==> src/hdl/bsfe_map.svh <==
// Constants for the bit-force-high execution block
// Summary of operation
// - The addressed data register (0 to 255) gets its selected bit (0 to 7) forced to one, all other bits kept.
// - With the bank flag clear and indexed addressing not selected, the address resolves inside the always-visible access bank, ignoring the bank register.
// - With the bank flag set, the address is combined with the bank register's bank to reach the general-purpose file.
// - With the bank flag clear, extended set on and address at most 5Fh, the operand uses indexed literal-offset addressing.
`ifndef BSFE_MAP_SVH
`define BSFE_MAP_SVH
`define BSFE_OPC_HI 15
`define BSFE_OPC_LO 12
`define BSFE_OPC_VAL 4'h8
`define BSFE_BIT_HI 11
`define BSFE_BIT_LO 9
`define BSFE_BANKSEL_BIT 8
`define BSFE_FADDR_HI 7
`define BSFE_FADDR_LO 0
`define BSFE_IDX_LIMIT 8'h5f
`define BSFE_ACC_HI_BANK 4'hf
`define BSFE_ACC_LO_BANK 4'h0
`define BSFE_PHASES 4
`endif

==> src/hdl/bsfe_pkg.sv <==
// Types for the bit-force-high execution block
package bsfe_pkg;
    typedef enum logic [1:0] {
        BSFE_MODE_ACCESS,
        BSFE_MODE_BANKED,
        BSFE_MODE_INDEXED
    } bsfe_mode_t;
    typedef enum logic [2:0] {
        BSFE_ST_DECODE,
        BSFE_ST_READ,
        BSFE_ST_MODIFY,
        BSFE_ST_WRITE
    } bsfe_state_t;
endpackage

==> src/hdl/bsfe_dec_if.sv <==
// Decoded instruction fields passed from decoder to executor
`timescale 1ns/1ps
`default_nettype none
interface bsfe_dec_if;
    import bsfe_pkg::*;
    logic hit;
    logic [2:0] bit_pos;
    logic [11:0] eff_addr;
    bsfe_mode_t mode;
    modport dec (output hit, output bit_pos, output eff_addr, output mode);
    modport exe (input hit, input bit_pos, input eff_addr, input mode);
endinterface
`default_nettype wire

==> src/hdl/bsfe_decode.sv <==
// Combinational decoder of the bit-force-high instruction word
`timescale 1ns/1ps
`default_nettype none
`include "bsfe_map.svh"
module bsfe_decode
    import bsfe_pkg::*;
(
    input wire logic [15:0] instr_i, // Instruction word
    input wire logic [3:0] bank_i, // Bank register contents
    input wire logic [7:0] index_base_i, // Index register low byte
    input wire logic ext_en_i, // Extended instruction set on
    bsfe_dec_if.dec dec // Decoded fields
);
    logic [7:0] faddr;
    logic asel;
    logic [8:0] idx_sum;
    assign faddr = instr_i[`BSFE_FADDR_HI:`BSFE_FADDR_LO];
    assign asel = instr_i[`BSFE_BANKSEL_BIT];
    assign idx_sum = {1'b0, index_base_i} + {1'b0, faddr};
    assign dec.hit = (instr_i[`BSFE_OPC_HI:`BSFE_OPC_LO] == `BSFE_OPC_VAL);
    assign dec.bit_pos = instr_i[`BSFE_BIT_HI:`BSFE_BIT_LO];
    always_comb begin
        if (asel) begin
            dec.mode = BSFE_MODE_BANKED;
            dec.eff_addr = {bank_i, faddr};
        end else if (ext_en_i && (faddr <= `BSFE_IDX_LIMIT)) begin
            // Only the low page of the indexed window is formed here
            dec.mode = BSFE_MODE_INDEXED;
            dec.eff_addr = {4'h0, idx_sum[7:0]};
        end else begin
            dec.mode = BSFE_MODE_ACCESS;
            // Access bank: low half maps to page 0, high half to the special page
            dec.eff_addr = faddr[7] ? {`BSFE_ACC_HI_BANK, faddr}
                                    : {`BSFE_ACC_LO_BANK, faddr};
        end
    end
endmodule // bsfe_decode
`default_nettype wire

==> src/hdl/bsfe_exec.sv <==
// Four-phase read-modify-write executor for the bit-force-high instruction
`timescale 1ns/1ps
`default_nettype none
`include "bsfe_map.svh"
module bsfe_exec
    import bsfe_pkg::*;
#(
    parameter int ADDR_W = 12
) (
    input wire logic core_clk_i, // Instruction clock
    input wire logic srst_i, // Synchronous reset, active high
    input wire logic ce_i, // Clock enable, freezes state when low
    input wire logic start_i, // Instruction word valid, start a cycle
    input wire logic [15:0] instr_i, // Instruction word
    input wire logic [3:0] bank_i, // Bank register contents
    input wire logic [7:0] index_base_i, // Index register low byte
    input wire logic ext_en_i, // Extended instruction set on
    input wire logic [7:0] rd_data_i, // Data file read data, sampled at the end of the read strobe cycle
    output logic [ADDR_W-1:0] addr_o, // Data file address
    output logic rd_en_o, // Data file read strobe
    output logic wr_en_o, // Data file write strobe
    output logic [7:0] wr_data_o, // Data file write data
    output logic busy_o, // Instruction cycle in progress
    output logic done_o, // Pulse at end of the write phase
    output logic [1:0] mode_o, // Addressing mode used
    output logic flags_we_o // Status flag write, never asserted
);
    // ==========================================================
    // Decode
    bsfe_dec_if dif ();
    bsfe_decode u_dec (
        .instr_i(instr_i),
        .bank_i(bank_i),
        .index_base_i(index_base_i),
        .ext_en_i(ext_en_i),
        .dec(dif)
    );

    // ==========================================================
    // Phase sequencer
    bsfe_state_t st_r, st_nxt;
    logic [2:0] bit_r, bit_nxt;
    logic [7:0] data_r, data_nxt;
    logic [ADDR_W-1:0] addr_r, addr_nxt;
    logic rd_en_r, rd_en_nxt, wr_en_r, wr_en_nxt, busy_r, busy_nxt, done_r, done_nxt;
    logic [1:0] mode_r, mode_nxt;

    always_comb begin
        st_nxt = st_r;
        bit_nxt = bit_r;
        data_nxt = data_r;
        addr_nxt = addr_r;
        mode_nxt = mode_r;
        rd_en_nxt = 1'b0;
        wr_en_nxt = 1'b0;
        done_nxt = 1'b0;
        busy_nxt = busy_r;
        case (st_r)
            BSFE_ST_DECODE: begin
                if (start_i && dif.hit) begin
                    bit_nxt = dif.bit_pos;
                    addr_nxt = dif.eff_addr[ADDR_W-1:0];
                    mode_nxt = 2'(dif.mode);
                    rd_en_nxt = 1'b1;
                    busy_nxt = 1'b1;
                    st_nxt = BSFE_ST_READ;
                end
            end
            BSFE_ST_READ: begin
                data_nxt = rd_data_i;
                st_nxt = BSFE_ST_MODIFY;
            end
            BSFE_ST_MODIFY: begin
                // Only the chosen bit is forced; the rest passes through
                data_nxt = data_r | (8'h01 << bit_r);
                wr_en_nxt = 1'b1;
                st_nxt = BSFE_ST_WRITE;
            end
            BSFE_ST_WRITE: begin
                done_nxt = 1'b1;
                busy_nxt = 1'b0;
                st_nxt = BSFE_ST_DECODE;
            end
            default: begin
                st_nxt = BSFE_ST_DECODE;
                busy_nxt = 1'b0;
            end
        endcase
    end

    always_ff @(posedge core_clk_i) begin
        if (srst_i) begin
            st_r <= BSFE_ST_DECODE;
            bit_r <= 3'h0;
            data_r <= 8'h00;
            addr_r <= '0;
            mode_r <= 2'h0;
            rd_en_r <= 1'b0;
            wr_en_r <= 1'b0;
            busy_r <= 1'b0;
            done_r <= 1'b0;
        end else if (ce_i) begin
            st_r <= st_nxt;
            bit_r <= bit_nxt;
            data_r <= data_nxt;
            addr_r <= addr_nxt;
            mode_r <= mode_nxt;
            rd_en_r <= rd_en_nxt;
            wr_en_r <= wr_en_nxt;
            busy_r <= busy_nxt;
            done_r <= done_nxt;
        end
    end

    // Flags are never touched by this instruction
    logic flags_we_r;
    always_ff @(posedge core_clk_i) begin
        flags_we_r <= 1'b0;
    end

    assign addr_o = addr_r;
    assign rd_en_o = rd_en_r;
    assign wr_en_o = wr_en_r;
    assign wr_data_o = data_r;
    assign busy_o = busy_r;
    assign done_o = done_r;
    assign mode_o = mode_r;
    assign flags_we_o = flags_we_r;
endmodule // bsfe_exec
`default_nettype wire

==> config.mk <==
export PLATFORM = sky130hd
export DESIGN_NAME = bsfe_exec
export DESIGN_NICKNAME = d
export VERILOG_FILES = /design/src/hdl/bsfe_pkg.sv /design/src/hdl/bsfe_dec_if.sv /design/src/hdl/bsfe_decode.sv /design/src/hdl/bsfe_exec.sv
export VERILOG_INCLUDE_DIRS = /design/src /design/src/hdl
export SDC_FILE = /design/constraint.sdc
export NUM_CORES = 1
export LEC_CHECK = 0
export BUFFER_PORTS_ARGS = -buffer_cell sky130_fd_sc_hd__buf_2
export CORE_MARGIN = 2
export CORE_UTILIZATION = 45
export CTS_BUF_LIST = sky130_fd_sc_hd__clkbuf_8
export CTS_CLUSTER_SIZE = 30
export DETAILED_ROUTE_END_ITERATION = 10
export PLACE_DENSITY = 0.74
export SLEW_MARGIN = 10
export SYNTH_ARGS = -nofsm -noshare
export SYNTH_HDL_FRONTEND = slang
export SYNTH_SLANG_ARGS = --single-unit
==> constraint.sdc <==
create_clock -name core_clk_i -period 2 [get_ports core_clk_i]
set_input_delay 0.4 -clock core_clk_i [delete_from_list [all_inputs] [get_ports core_clk_i]]
set_output_delay 0.4 -clock core_clk_i [all_outputs]
set_load 0.02 [all_outputs]
==> impl_metrics.env, run 1 <==
export IMPL_grt_max_degree=14
export IMPL_dr_first_iter_drc_count=70
export IMPL_cts_tree="built"
export IMPL_critPathLaunchType="flip-flop"
export IMPL_finalPower_mw=1.46
export IMPL_drcViolationCount=0
export IMPL_cp_required_ns=2.19
export IMPL_timing_fmax_mhz=561
export IMPL_fin_hold_ws_ns=0.349
export IMPL_cts_sinks=31
export IMPL_die_area_mm2=0.00424
export IMPL_fin_nets=340
export IMPL_io_pins=68
export IMPL_die_w_um=65.1
export IMPL_first_pass_iters=4
export IMPL_regArea_um2=621
export IMPL_ys_seq_area_share_pct=36.9
export IMPL_port_buffers=66
export IMPL_avgViaCountPerCell=5.02
export IMPL_syn_area_mm2=0.00168
export IMPL_cts_buffers=5
export IMPL_max_cap_violations=0
export IMPL_clkTransAtPathRegs_ns=0.07
export IMPL_cts_htree_levels=2
export IMPL_async_flop_share_pct=0
export IMPL_multi_input_area_um2=967
export IMPL_synth_top_area_share_pct=36.9
export IMPL_slowest_stage="dfxtp_1"
export IMPL_synth_nets=262
export IMPL_worstPathArrival_ns=1.98
export IMPL_clockBufferDepth=2
export IMPL_place_congestion=0.825
export IMPL_core_area_mm2=0.00363
export IMPL_ys_seq_elements=31
export IMPL_synth_cells=209
export IMPL_num_vias=1687
export IMPL_wl_per_cell_um=11.9
export IMPL_layout_drive_gt1_share_pct=34.4
export IMPL_cp_max_fo=5
export IMPL_start_util_pct=46.3
export IMPL_synthTopCellsByArea="dfxtp_1, ha_1, nor3_1"
export IMPL_power_density_mw_per_mm2=648
export IMPL_utilization_pct=61.8
export IMPL_crit_path_end_kind="flip-flop"
export IMPL_antenna_found_initial=0
export IMPL_fp_dieH_um=65.1
export IMPL_skew_ns=0.00934
export IMPL_worstPathCellList="inv_1 > ha_1 > nand2_1 > or2_2 > nor2_1 > nor3_1 > nor3_1"
export IMPL_slew_viol_final=0
export IMPL_cpPeakStageDelay_ns=0.39
export IMPL_hold_viol=0
export IMPL_setup_viol_count_final=0
export IMPL_grt_pass1_wl_um=6590
export IMPL_clock_latency_ns=0.29
export IMPL_mostFrequentLayoutCell="buf_2"
export IMPL_min_period_ns=1.78
export IMPL_rsz0062_at_grt="no"
export IMPL_grt_util_all_layers_pct=20.4
export IMPL_yosysUniqueCellTypes=39
export IMPL_grt_overflow_total=0
export IMPL_synth_ff_type="dfxtp_1"
export IMPL_hp_class="in -> reg"
export IMPL_synth_top_area_cell="dfxtp_1"
export IMPL_ant_nets=0
export IMPL_area_growth_pct=33.6
export IMPL_outcome="complete, no violations"
export IMPL_synth_area_per_cell_um2=8.05
export IMPL_num_fill_cells=347
export IMPL_setup_worst_path_class="reg -> reg"
export IMPL_final_cell_mix="buf_2, nor2_1, dfxtp_1"
export IMPL_synth_edff_count=0
export IMPL_core_rowCount=22
export IMPL_finalCritPeriodShare_pct=89.1
export IMPL_place_hpwl_um=3050
export IMPL_p_leak_nw=1.05
export IMPL_ir_drop_v=0.000366
export IMPL_routed_wl_um=4020
export IMPL_grt_pass1_vias=1499
export IMPL_antenna_cells=0
export IMPL_ys_warn_count=0
export IMPL_cts_root_buf="clkbuf_8"
export IMPL_crit_top_cell="nor3_1"
-- kinds of logic (layout without fill, tap and decap cells) --
| kind of cell | after synthesis | after routing | synth area share [%] |
|---|---|---|---|
| xor+xnor | 4 | 4 | 2.08 |
| buf+inv | 19 | 98 | 6.03 |
| simple gates | 100 | 100 | 28.1 |
| fa+ha+maj | 12 | 12 | 9.37 |
| mux | 4 | 4 | 2.38 |
| other cells | 1 | 1 | 0.223 |
| flops | 31 | 31 | 36.9 |
| compound gates | 38 | 38 | 14.9 |
-- metal layers --
metal	wire length [um]	global-route usage, %	vias up	share of wire, %
met1	1900	25.6	748	47
met3	238	5.82	6	5.9
met2	1800	32.5	51	45
li1	-	-	882	-
met4	71	9.38	0	1.8
met5	0	0	-	0
-- timing repair --
action	in CTS	in global routing
gates resized for setup	0	1
hold endpoints to repair	0	0
setup endpoints to repair	0	1
buffers inserted	0	0
hold buffers	0	0
-- synth_stat cells (2+ instances only) --
master / instances
nor2_1: 33
nand2b_1: 6
nand2_1: 23
ha_1: 11
a21o_1: 3
clkbuf_1: 4
buf_6: 3
inv_1: 8
dfxtp_1: 31
buf_2: 3
mux2i_1: 4
o21ai_0: 3
nand3_1: 3
o211ai_1: 3
a311oi_1: 3
a211oi_1: 6
or2_2: 2
nor3_1: 25
a31oi_1: 2
xor2_1: 3
a21oi_1: 12
-- path summary, 6_finish.rpt --
| check | slack (ns) | from | end | cells after the start |
|---|---|---|---|---|
| hold / removal | 0.35 | instr_i[9] | bit_r[0] | 3 |
| setup reg to reg | 0.22 | st_r[0] | wr_data_o[3] | 7 |
| hold reg to reg | 0.46 | mode_o[1] | mode_o[1] | 2 |
| setup / recovery | 0.22 | st_r[0] | wr_data_o[3] | 7 |
-- worst max-delay path: cells and delay by family, from the launching register on --
kind | cells | cell delay (ns)
and+or+nand+nor | 5 | 0.84
adders and majority gates | 1 | 0.37
buffers and inverters | 1 | 0.08
DFF | 1 | 0.39
-- where the power goes --
group	switching (mW)	internal (mW)	leakage, nW	total, mW
registers	0.00351	0.623	0.250	0.627
clock network	0.236	0.403	0.0612	0.639
logic	0.100	0.0900	0.736	0.190
total	0.339	1.12	1.05	1.46
-- through the flow --
step	TNS [ns]	setup WS [ns]	instances	cell area (um^2)
floorplan	0	0.0747	209	1680
finish	0	0.218	336	2250
global route	0	0.0965	336	2250
global placement	-0.0218	-0.0218	328	2130
CTS	0	0.177	336	2240
detailed placement	-0.128	-0.0394	328	2130
-- registers in the layout, summed over array words and instances, names as in the netlist --
register / cells
mode_o: 2
rd_en_o: 1
wr_en_o: 1
bit_r: 3
addr_o: 12
done_o: 1
st_r: 2
busy_o: 1
wr_data_o: 8
-- final cells by class --
cell class	instances	share of cell area (%)
Multi-Input combinational cell	159	43.1
Sequential cell	31	27.6
Timing Repair Buffer	82	20.1
Clock buffer	6	3.68
Tap cell	48	2.67
Clock inverter	2	1.56
Inverter	8	1.34
Note: power is estimated with default switching activity, not from simulation.
==> run 2, diff against run 1 <==
--- a/config.mk
+++ b/config.mk
@@ -8,11 +8,11 @@
 export LEC_CHECK = 0
 export BUFFER_PORTS_ARGS = -buffer_cell sky130_fd_sc_hd__buf_2
 export CORE_MARGIN = 2
-export CORE_UTILIZATION = 45
+export CORE_UTILIZATION = 50
 export CTS_BUF_LIST = sky130_fd_sc_hd__clkbuf_8
 export CTS_CLUSTER_SIZE = 30
 export DETAILED_ROUTE_END_ITERATION = 10
-export PLACE_DENSITY = 0.74
+export PLACE_DENSITY = 0.78
 export SLEW_MARGIN = 10
 export SYNTH_ARGS = -nofsm -noshare
 export SYNTH_HDL_FRONTEND = slang
==> constraint.sdc (replaced) <==
create_clock -name core_clk_i -period 1.8 [get_ports core_clk_i]
set_input_delay 0.36 -clock core_clk_i [delete_from_list [all_inputs] [get_ports core_clk_i]]
set_output_delay 0.36 -clock core_clk_i [all_outputs]
set_load 0.02 [all_outputs]
==> impl_metrics.env, run 2 (synthesis results as in run 1) <==
export IMPL_antenna_found_initial=0
export IMPL_grt_pass1_vias=1428
export IMPL_switching_share_pct=25.4
export IMPL_hp_class="in -> reg"
export IMPL_slew_viol_final=0
export IMPL_ant_nets=0
export IMPL_instances_no_fill=346
export IMPL_p_seq_share_pct=48.6
export IMPL_pwr_share_clk_pct=35.0
export IMPL_cts_sinks=31
export IMPL_num_vias=1716
export IMPL_clkTransAtPathRegs_ns=0.06
export IMPL_num_fill_cells=279
export IMPL_die_w_um=62.0
export IMPL_cts_buffers=5
export IMPL_outcome="complete, no violations"
export IMPL_place_hpwl_um=3170
export IMPL_place_inst=338
export IMPL_utilization_pct=70.7
export IMPL_combPwrFrac_pct=16.4
export IMPL_wl_per_cell_um=11.6
export IMPL_regArea_um2=622
export IMPL_p_int_mw=1.07
export IMPL_worstPathArrival_ns=1.85
export IMPL_finalCritPeriodShare_pct=93.3
export IMPL_grt_pass1_wl_um=6160
export IMPL_grt_util_all_layers_pct=21.8
export IMPL_cts_htree_levels=2
export IMPL_timing_fmax_mhz=596
export IMPL_antenna_cells=0
export IMPL_start_util_pct=51.2
export IMPL_layout_drive_gt1_share_pct=37.7
export IMPL_setup_worst_path_class="in -> reg"
export IMPL_cts_root_buf="clkbuf_8"
export IMPL_fin_nets=352
export IMPL_cts_tree="built"
export IMPL_tns_ns=0
export IMPL_worst_slew_pin_slew_ns=0.501
export IMPL_hold_viol=0
export IMPL_place_congestion=0.828
export IMPL_largest_reg_flops=12
export IMPL_rsz0062_at_grt="no"
export IMPL_core_area_mm2=0.00328
export IMPL_placed_area_mm2=0.00223
export IMPL_cp_max_fo=2
export IMPL_max_cap_violations=0
export IMPL_port_buffers=66
export IMPL_crit_path_end_kind="flip-flop"
export IMPL_final_area_mm2=0.00232
export IMPL_grt_max_degree=23
export IMPL_die_area_mm2=0.00384
export IMPL_post_cts_setup_buffers=0
export IMPL_skew_ns=0.00534
export IMPL_setup_viol_count_final=0
export IMPL_area_growth_pct=38.0
export IMPL_drcViolationCount=0
export IMPL_ff2ff_setup_slack_ns=0.18
export IMPL_p_leak_nw=1.11
export IMPL_ir_drop_v=0.000353
export IMPL_fp_dieH_um=62.0
export IMPL_p_switching_mw=0.364
export IMPL_avgViaCountPerCell=4.96
export IMPL_io_pins=68
export IMPL_dr_first_iter_drc_count=66
export IMPL_min_period_ns=1.68
export IMPL_mostFrequentLayoutCell="buf_2"
export IMPL_clockBufferDepth=2
export IMPL_first_pass_iters=4
export IMPL_multi_input_area_um2=990
export IMPL_fin_hold_ws_ns=0.321
export IMPL_core_rowCount=21
export IMPL_clock_latency_ns=0.28
export IMPL_cp_required_ns=1.97
export IMPL_final_cell_mix="buf_2, nor2_1, dfxtp_1"
export IMPL_critPathLaunchType="input pin"
export IMPL_slew_headroom_pct=66.5
export IMPL_routed_wl_um=4020
export IMPL_grt_overflow_total=0
export IMPL_power_density_mw_per_mm2=618
-- run 2: cell type report --
type / count / share of cell area (%)
timing repair buffer: 94 / 23.3
clock buffer: 5 / 2.96
tap: 46 / 2.48
multi-input combinational: 159 / 42.6
sequential: 31 / 26.8
clock inverter: 3 / 0.539
inverter: 8 / 1.29
-- run 2: worst max-delay path: stages --
cell and delay, ns:
buf_2 0.11, ha_1 0.20, inv_1 0.07, fa_1 0.18
nand2b_4 0.13, a21oi_1 0.07, or4_1 0.46, a32oi_1 0.21
nor2_1 0.05
-- run 2: through the flow --
step                      setup slack (ns)  power [mW]
after floorplan                    -0.0766       0.836
after global placement              -0.141       0.943
after detailed placement            -0.168       0.945
after CTS                            0.117        1.44
after global routing                0.0207        1.51
final                                0.121        1.43
-- run 2: what timing repair did --
item                                    in CTS  in global routing
endpoints found under the setup margin       0                  3
hold endpoints to repair                     0                  0
gates resized for setup                      0                  3
hold buffers                                 0                  0
-- run 2: power by group through the flow --
stage	Sequential, mW	Clock [mW]	Combinational, mW
finish	0.697	0.502	0.235
global route	0.697	0.552	0.262
CTS	0.697	0.513	0.234
detailed placement	0.712	0	0.233
global placement	0.712	0	0.231
floorplan	0.719	0	0.118
-- run 2: routing by layer --
metal | up-vias | share of wire, % | global-route usage (%)
met1 | 766 | 45 | 27.5
met4 | 0 | 1.4 | 7.29
met2 | 42 | 49 | 36.2
li1 | 901 | - | -
met5 | - | 0 | 0
met3 | 7 | 4.5 | 5.59
-- run 2: final timing paths --
check / from / end / depth (start not counted)
max: instr_i[0] / addr_o[6] / 9
min: instr_i[11] / bit_r[2] / 3
max reg2reg: st_r[0] / addr_o[9] / 7
min reg2reg: mode_o[0] / mode_o[0] / 2
==> run 3, diff against run 2 <==
--- a/config.mk
+++ b/config.mk
@@ -12,6 +12,7 @@
 export CTS_BUF_LIST = sky130_fd_sc_hd__clkbuf_8
 export CTS_CLUSTER_SIZE = 30
 export DETAILED_ROUTE_END_ITERATION = 10
+export GPL_TIMING_DRIVEN = 0
 export PLACE_DENSITY = 0.78
 export SLEW_MARGIN = 10
 export SYNTH_ARGS = -nofsm -noshare
==> constraint.sdc (replaced) <==
create_clock -name core_clk_i -period 1.8 [get_ports core_clk_i]
set_input_delay 0.45 -clock core_clk_i [delete_from_list [all_inputs] [get_ports core_clk_i]]
set_output_delay 0.45 -clock core_clk_i [all_outputs]
set_load 0.02 [all_outputs]
==> impl_metrics.env, run 3 (synthesis results as in run 1) <==
export IMPL_cts_hold_buf=0
export IMPL_slowest_stage="or4b_4"
export IMPL_timing_fmax_mhz=561
export IMPL_tns_ns=0
export IMPL_grt_pass1_wl_um=5820
export IMPL_skew_ns=0.00392
export IMPL_cts_tree="built"
export IMPL_cts_htree_levels=2
export IMPL_p_leak_nw=1.02
export IMPL_fin_nets=334
export IMPL_cts_sinks=31
export IMPL_port_buffers=65
export IMPL_outcome="complete, no violations"
export IMPL_finalPower_mw=1.42
export IMPL_die_w_um=62.0
export IMPL_layout_drive_gt1_share_pct=34.8
export IMPL_grt_util_all_layers_pct=20.7
export IMPL_core_area_mm2=0.00328
export IMPL_num_vias=1692
export IMPL_clock_latency_ns=0.27
export IMPL_worstPathArrival_ns=1.94
export IMPL_mostFrequentLayoutCell="buf_2"
export IMPL_fp_dieH_um=62.0
export IMPL_clkTransAtPathRegs_ns=0.06
export IMPL_power_density_mw_per_mm2=633
export IMPL_rsz0062_at_grt="yes"
export IMPL_hold_viol=0
export IMPL_cts_buffers=5
export IMPL_final_cell_mix="buf_2, nor2_1, dfxtp_1"
export IMPL_finalCritPeriodShare_pct=99.0
export IMPL_critPathLaunchType="input pin"
export IMPL_die_area_mm2=0.00384
export IMPL_antenna_found_initial=0
export IMPL_antenna_cells=0
export IMPL_avgViaCountPerCell=5.16
export IMPL_wl_per_cell_um=12.1
export IMPL_min_period_ns=1.78
export IMPL_ir_drop_v=0.000470
export IMPL_num_fill_cells=294
export IMPL_hp_class="in -> reg"
export IMPL_cp_top_family="simple AND/OR/NAND/NOR gates"
export IMPL_grt_overflow_total=0
export IMPL_first_pass_iters=4
export IMPL_grt_pass1_vias=1358
export IMPL_place_congestion=0.803
export IMPL_io_pins=68
export IMPL_area_growth_pct=33.3
export IMPL_worstPathCellList="buf_2 > or4b_4 > nor3_1 > buf_4 > mux2i_1 > o22ai_1"
export IMPL_ant_nets=0
export IMPL_cts_root_buf="clkbuf_8"
export IMPL_grt_max_degree=11
export IMPL_clockBufferDepth=2
export IMPL_place_hpwl_um=2890
export IMPL_cp_max_fo=10
export IMPL_path_buf_inv=2
export IMPL_start_util_pct=51.2
export IMPL_slew_viol_final=0
export IMPL_dr_first_iter_drc_count=101
export IMPL_drcViolationCount=0
export IMPL_routed_wl_um=3980
export IMPL_placed_area_mm2=0.00209
export IMPL_cp_required_ns=1.96
export IMPL_max_cap_violations=0
export IMPL_largest_reg_flops=12
export IMPL_cpPeakStageDelay_ns=0.55
export IMPL_final_area_mm2=0.00224
export IMPL_core_rowCount=21
export IMPL_crit_path_end_kind="flip-flop"
export IMPL_setup_worst_path_class="in -> reg"
export IMPL_setup_viol_count_final=0
export IMPL_utilization_pct=68.2
-- run 3: final timing paths --
check,from,to,slack (ns),cells past startpoint
worst max-delay path,instr_i[13],addr_o[7],0.02,6
worst min-delay path,instr_i[9],bit_r[0],0.42,3
worst max register to register,st_r[0],wr_data_o[0],0.11,7
worst min register to register,mode_o[1],mode_o[1],0.46,2
-- run 3: what timing repair did --
action                                  CTS  global route
buffers inserted                          0             2
gates resized for setup                   8             5
endpoints found under the hold margin     0             0
pin swaps                                 4             3
endpoints found under the setup margin    5            12
-- run 3: area by class of cell --
class	count	area, um^2	share of cell area, %
clock buffer	5	68.8	3.07
inverter	8	30.0	1.34
sequential	31	621	27.7
buffer	9	62.6	2.79
tap	46	57.6	2.57
timing repair buffer	67	340	15.2
clock inverter	3	12.5	0.558
multi-input combinational	159	1050	46.8
-- run 3: metrics by stage --
stage / worst slack, ns / instances / hold WS, ns
2_1_floorplan: -0.167 / 209 / 0.445
3_3_place_gp: -0.336 / 320 / 0.448
3_5_place_dp: -0.365 / 320 / 0.453
4_1_cts: 0.0142 / 327 / 0.421
5_1_grt: -0.0238 / 328 / 0.437
6_report: 0.0172 / 328 / 0.424
-- run 3: per-layer routing --
layer	wire length, um	track usage [%]	up-vias
li1	-	-	868
met1	1840	27.3	755
met2	1840	31.5	65
met3	265	6.42	4
met4	42	8.21	0
met5	0	0	-
-- run 3: where the power goes --
group	switching (mW)	total, mW	leakage [nW]	internal, mW
registers	0.00381	0.697	0.250	0.693
clock network	0.238	0.497	0.0505	0.259
logic	0.119	0.224	0.718	0.105
-- run 3: worst register-to-register path: stages (launching register included) --
cell and delay (ns):
dfxtp_1 0.40, inv_1 0.12, ha_4 0.30, nand2_1 0.09, or2_2 0.32, nor3_1 0.15, nor3_1 0.07, nor3_1 0.18
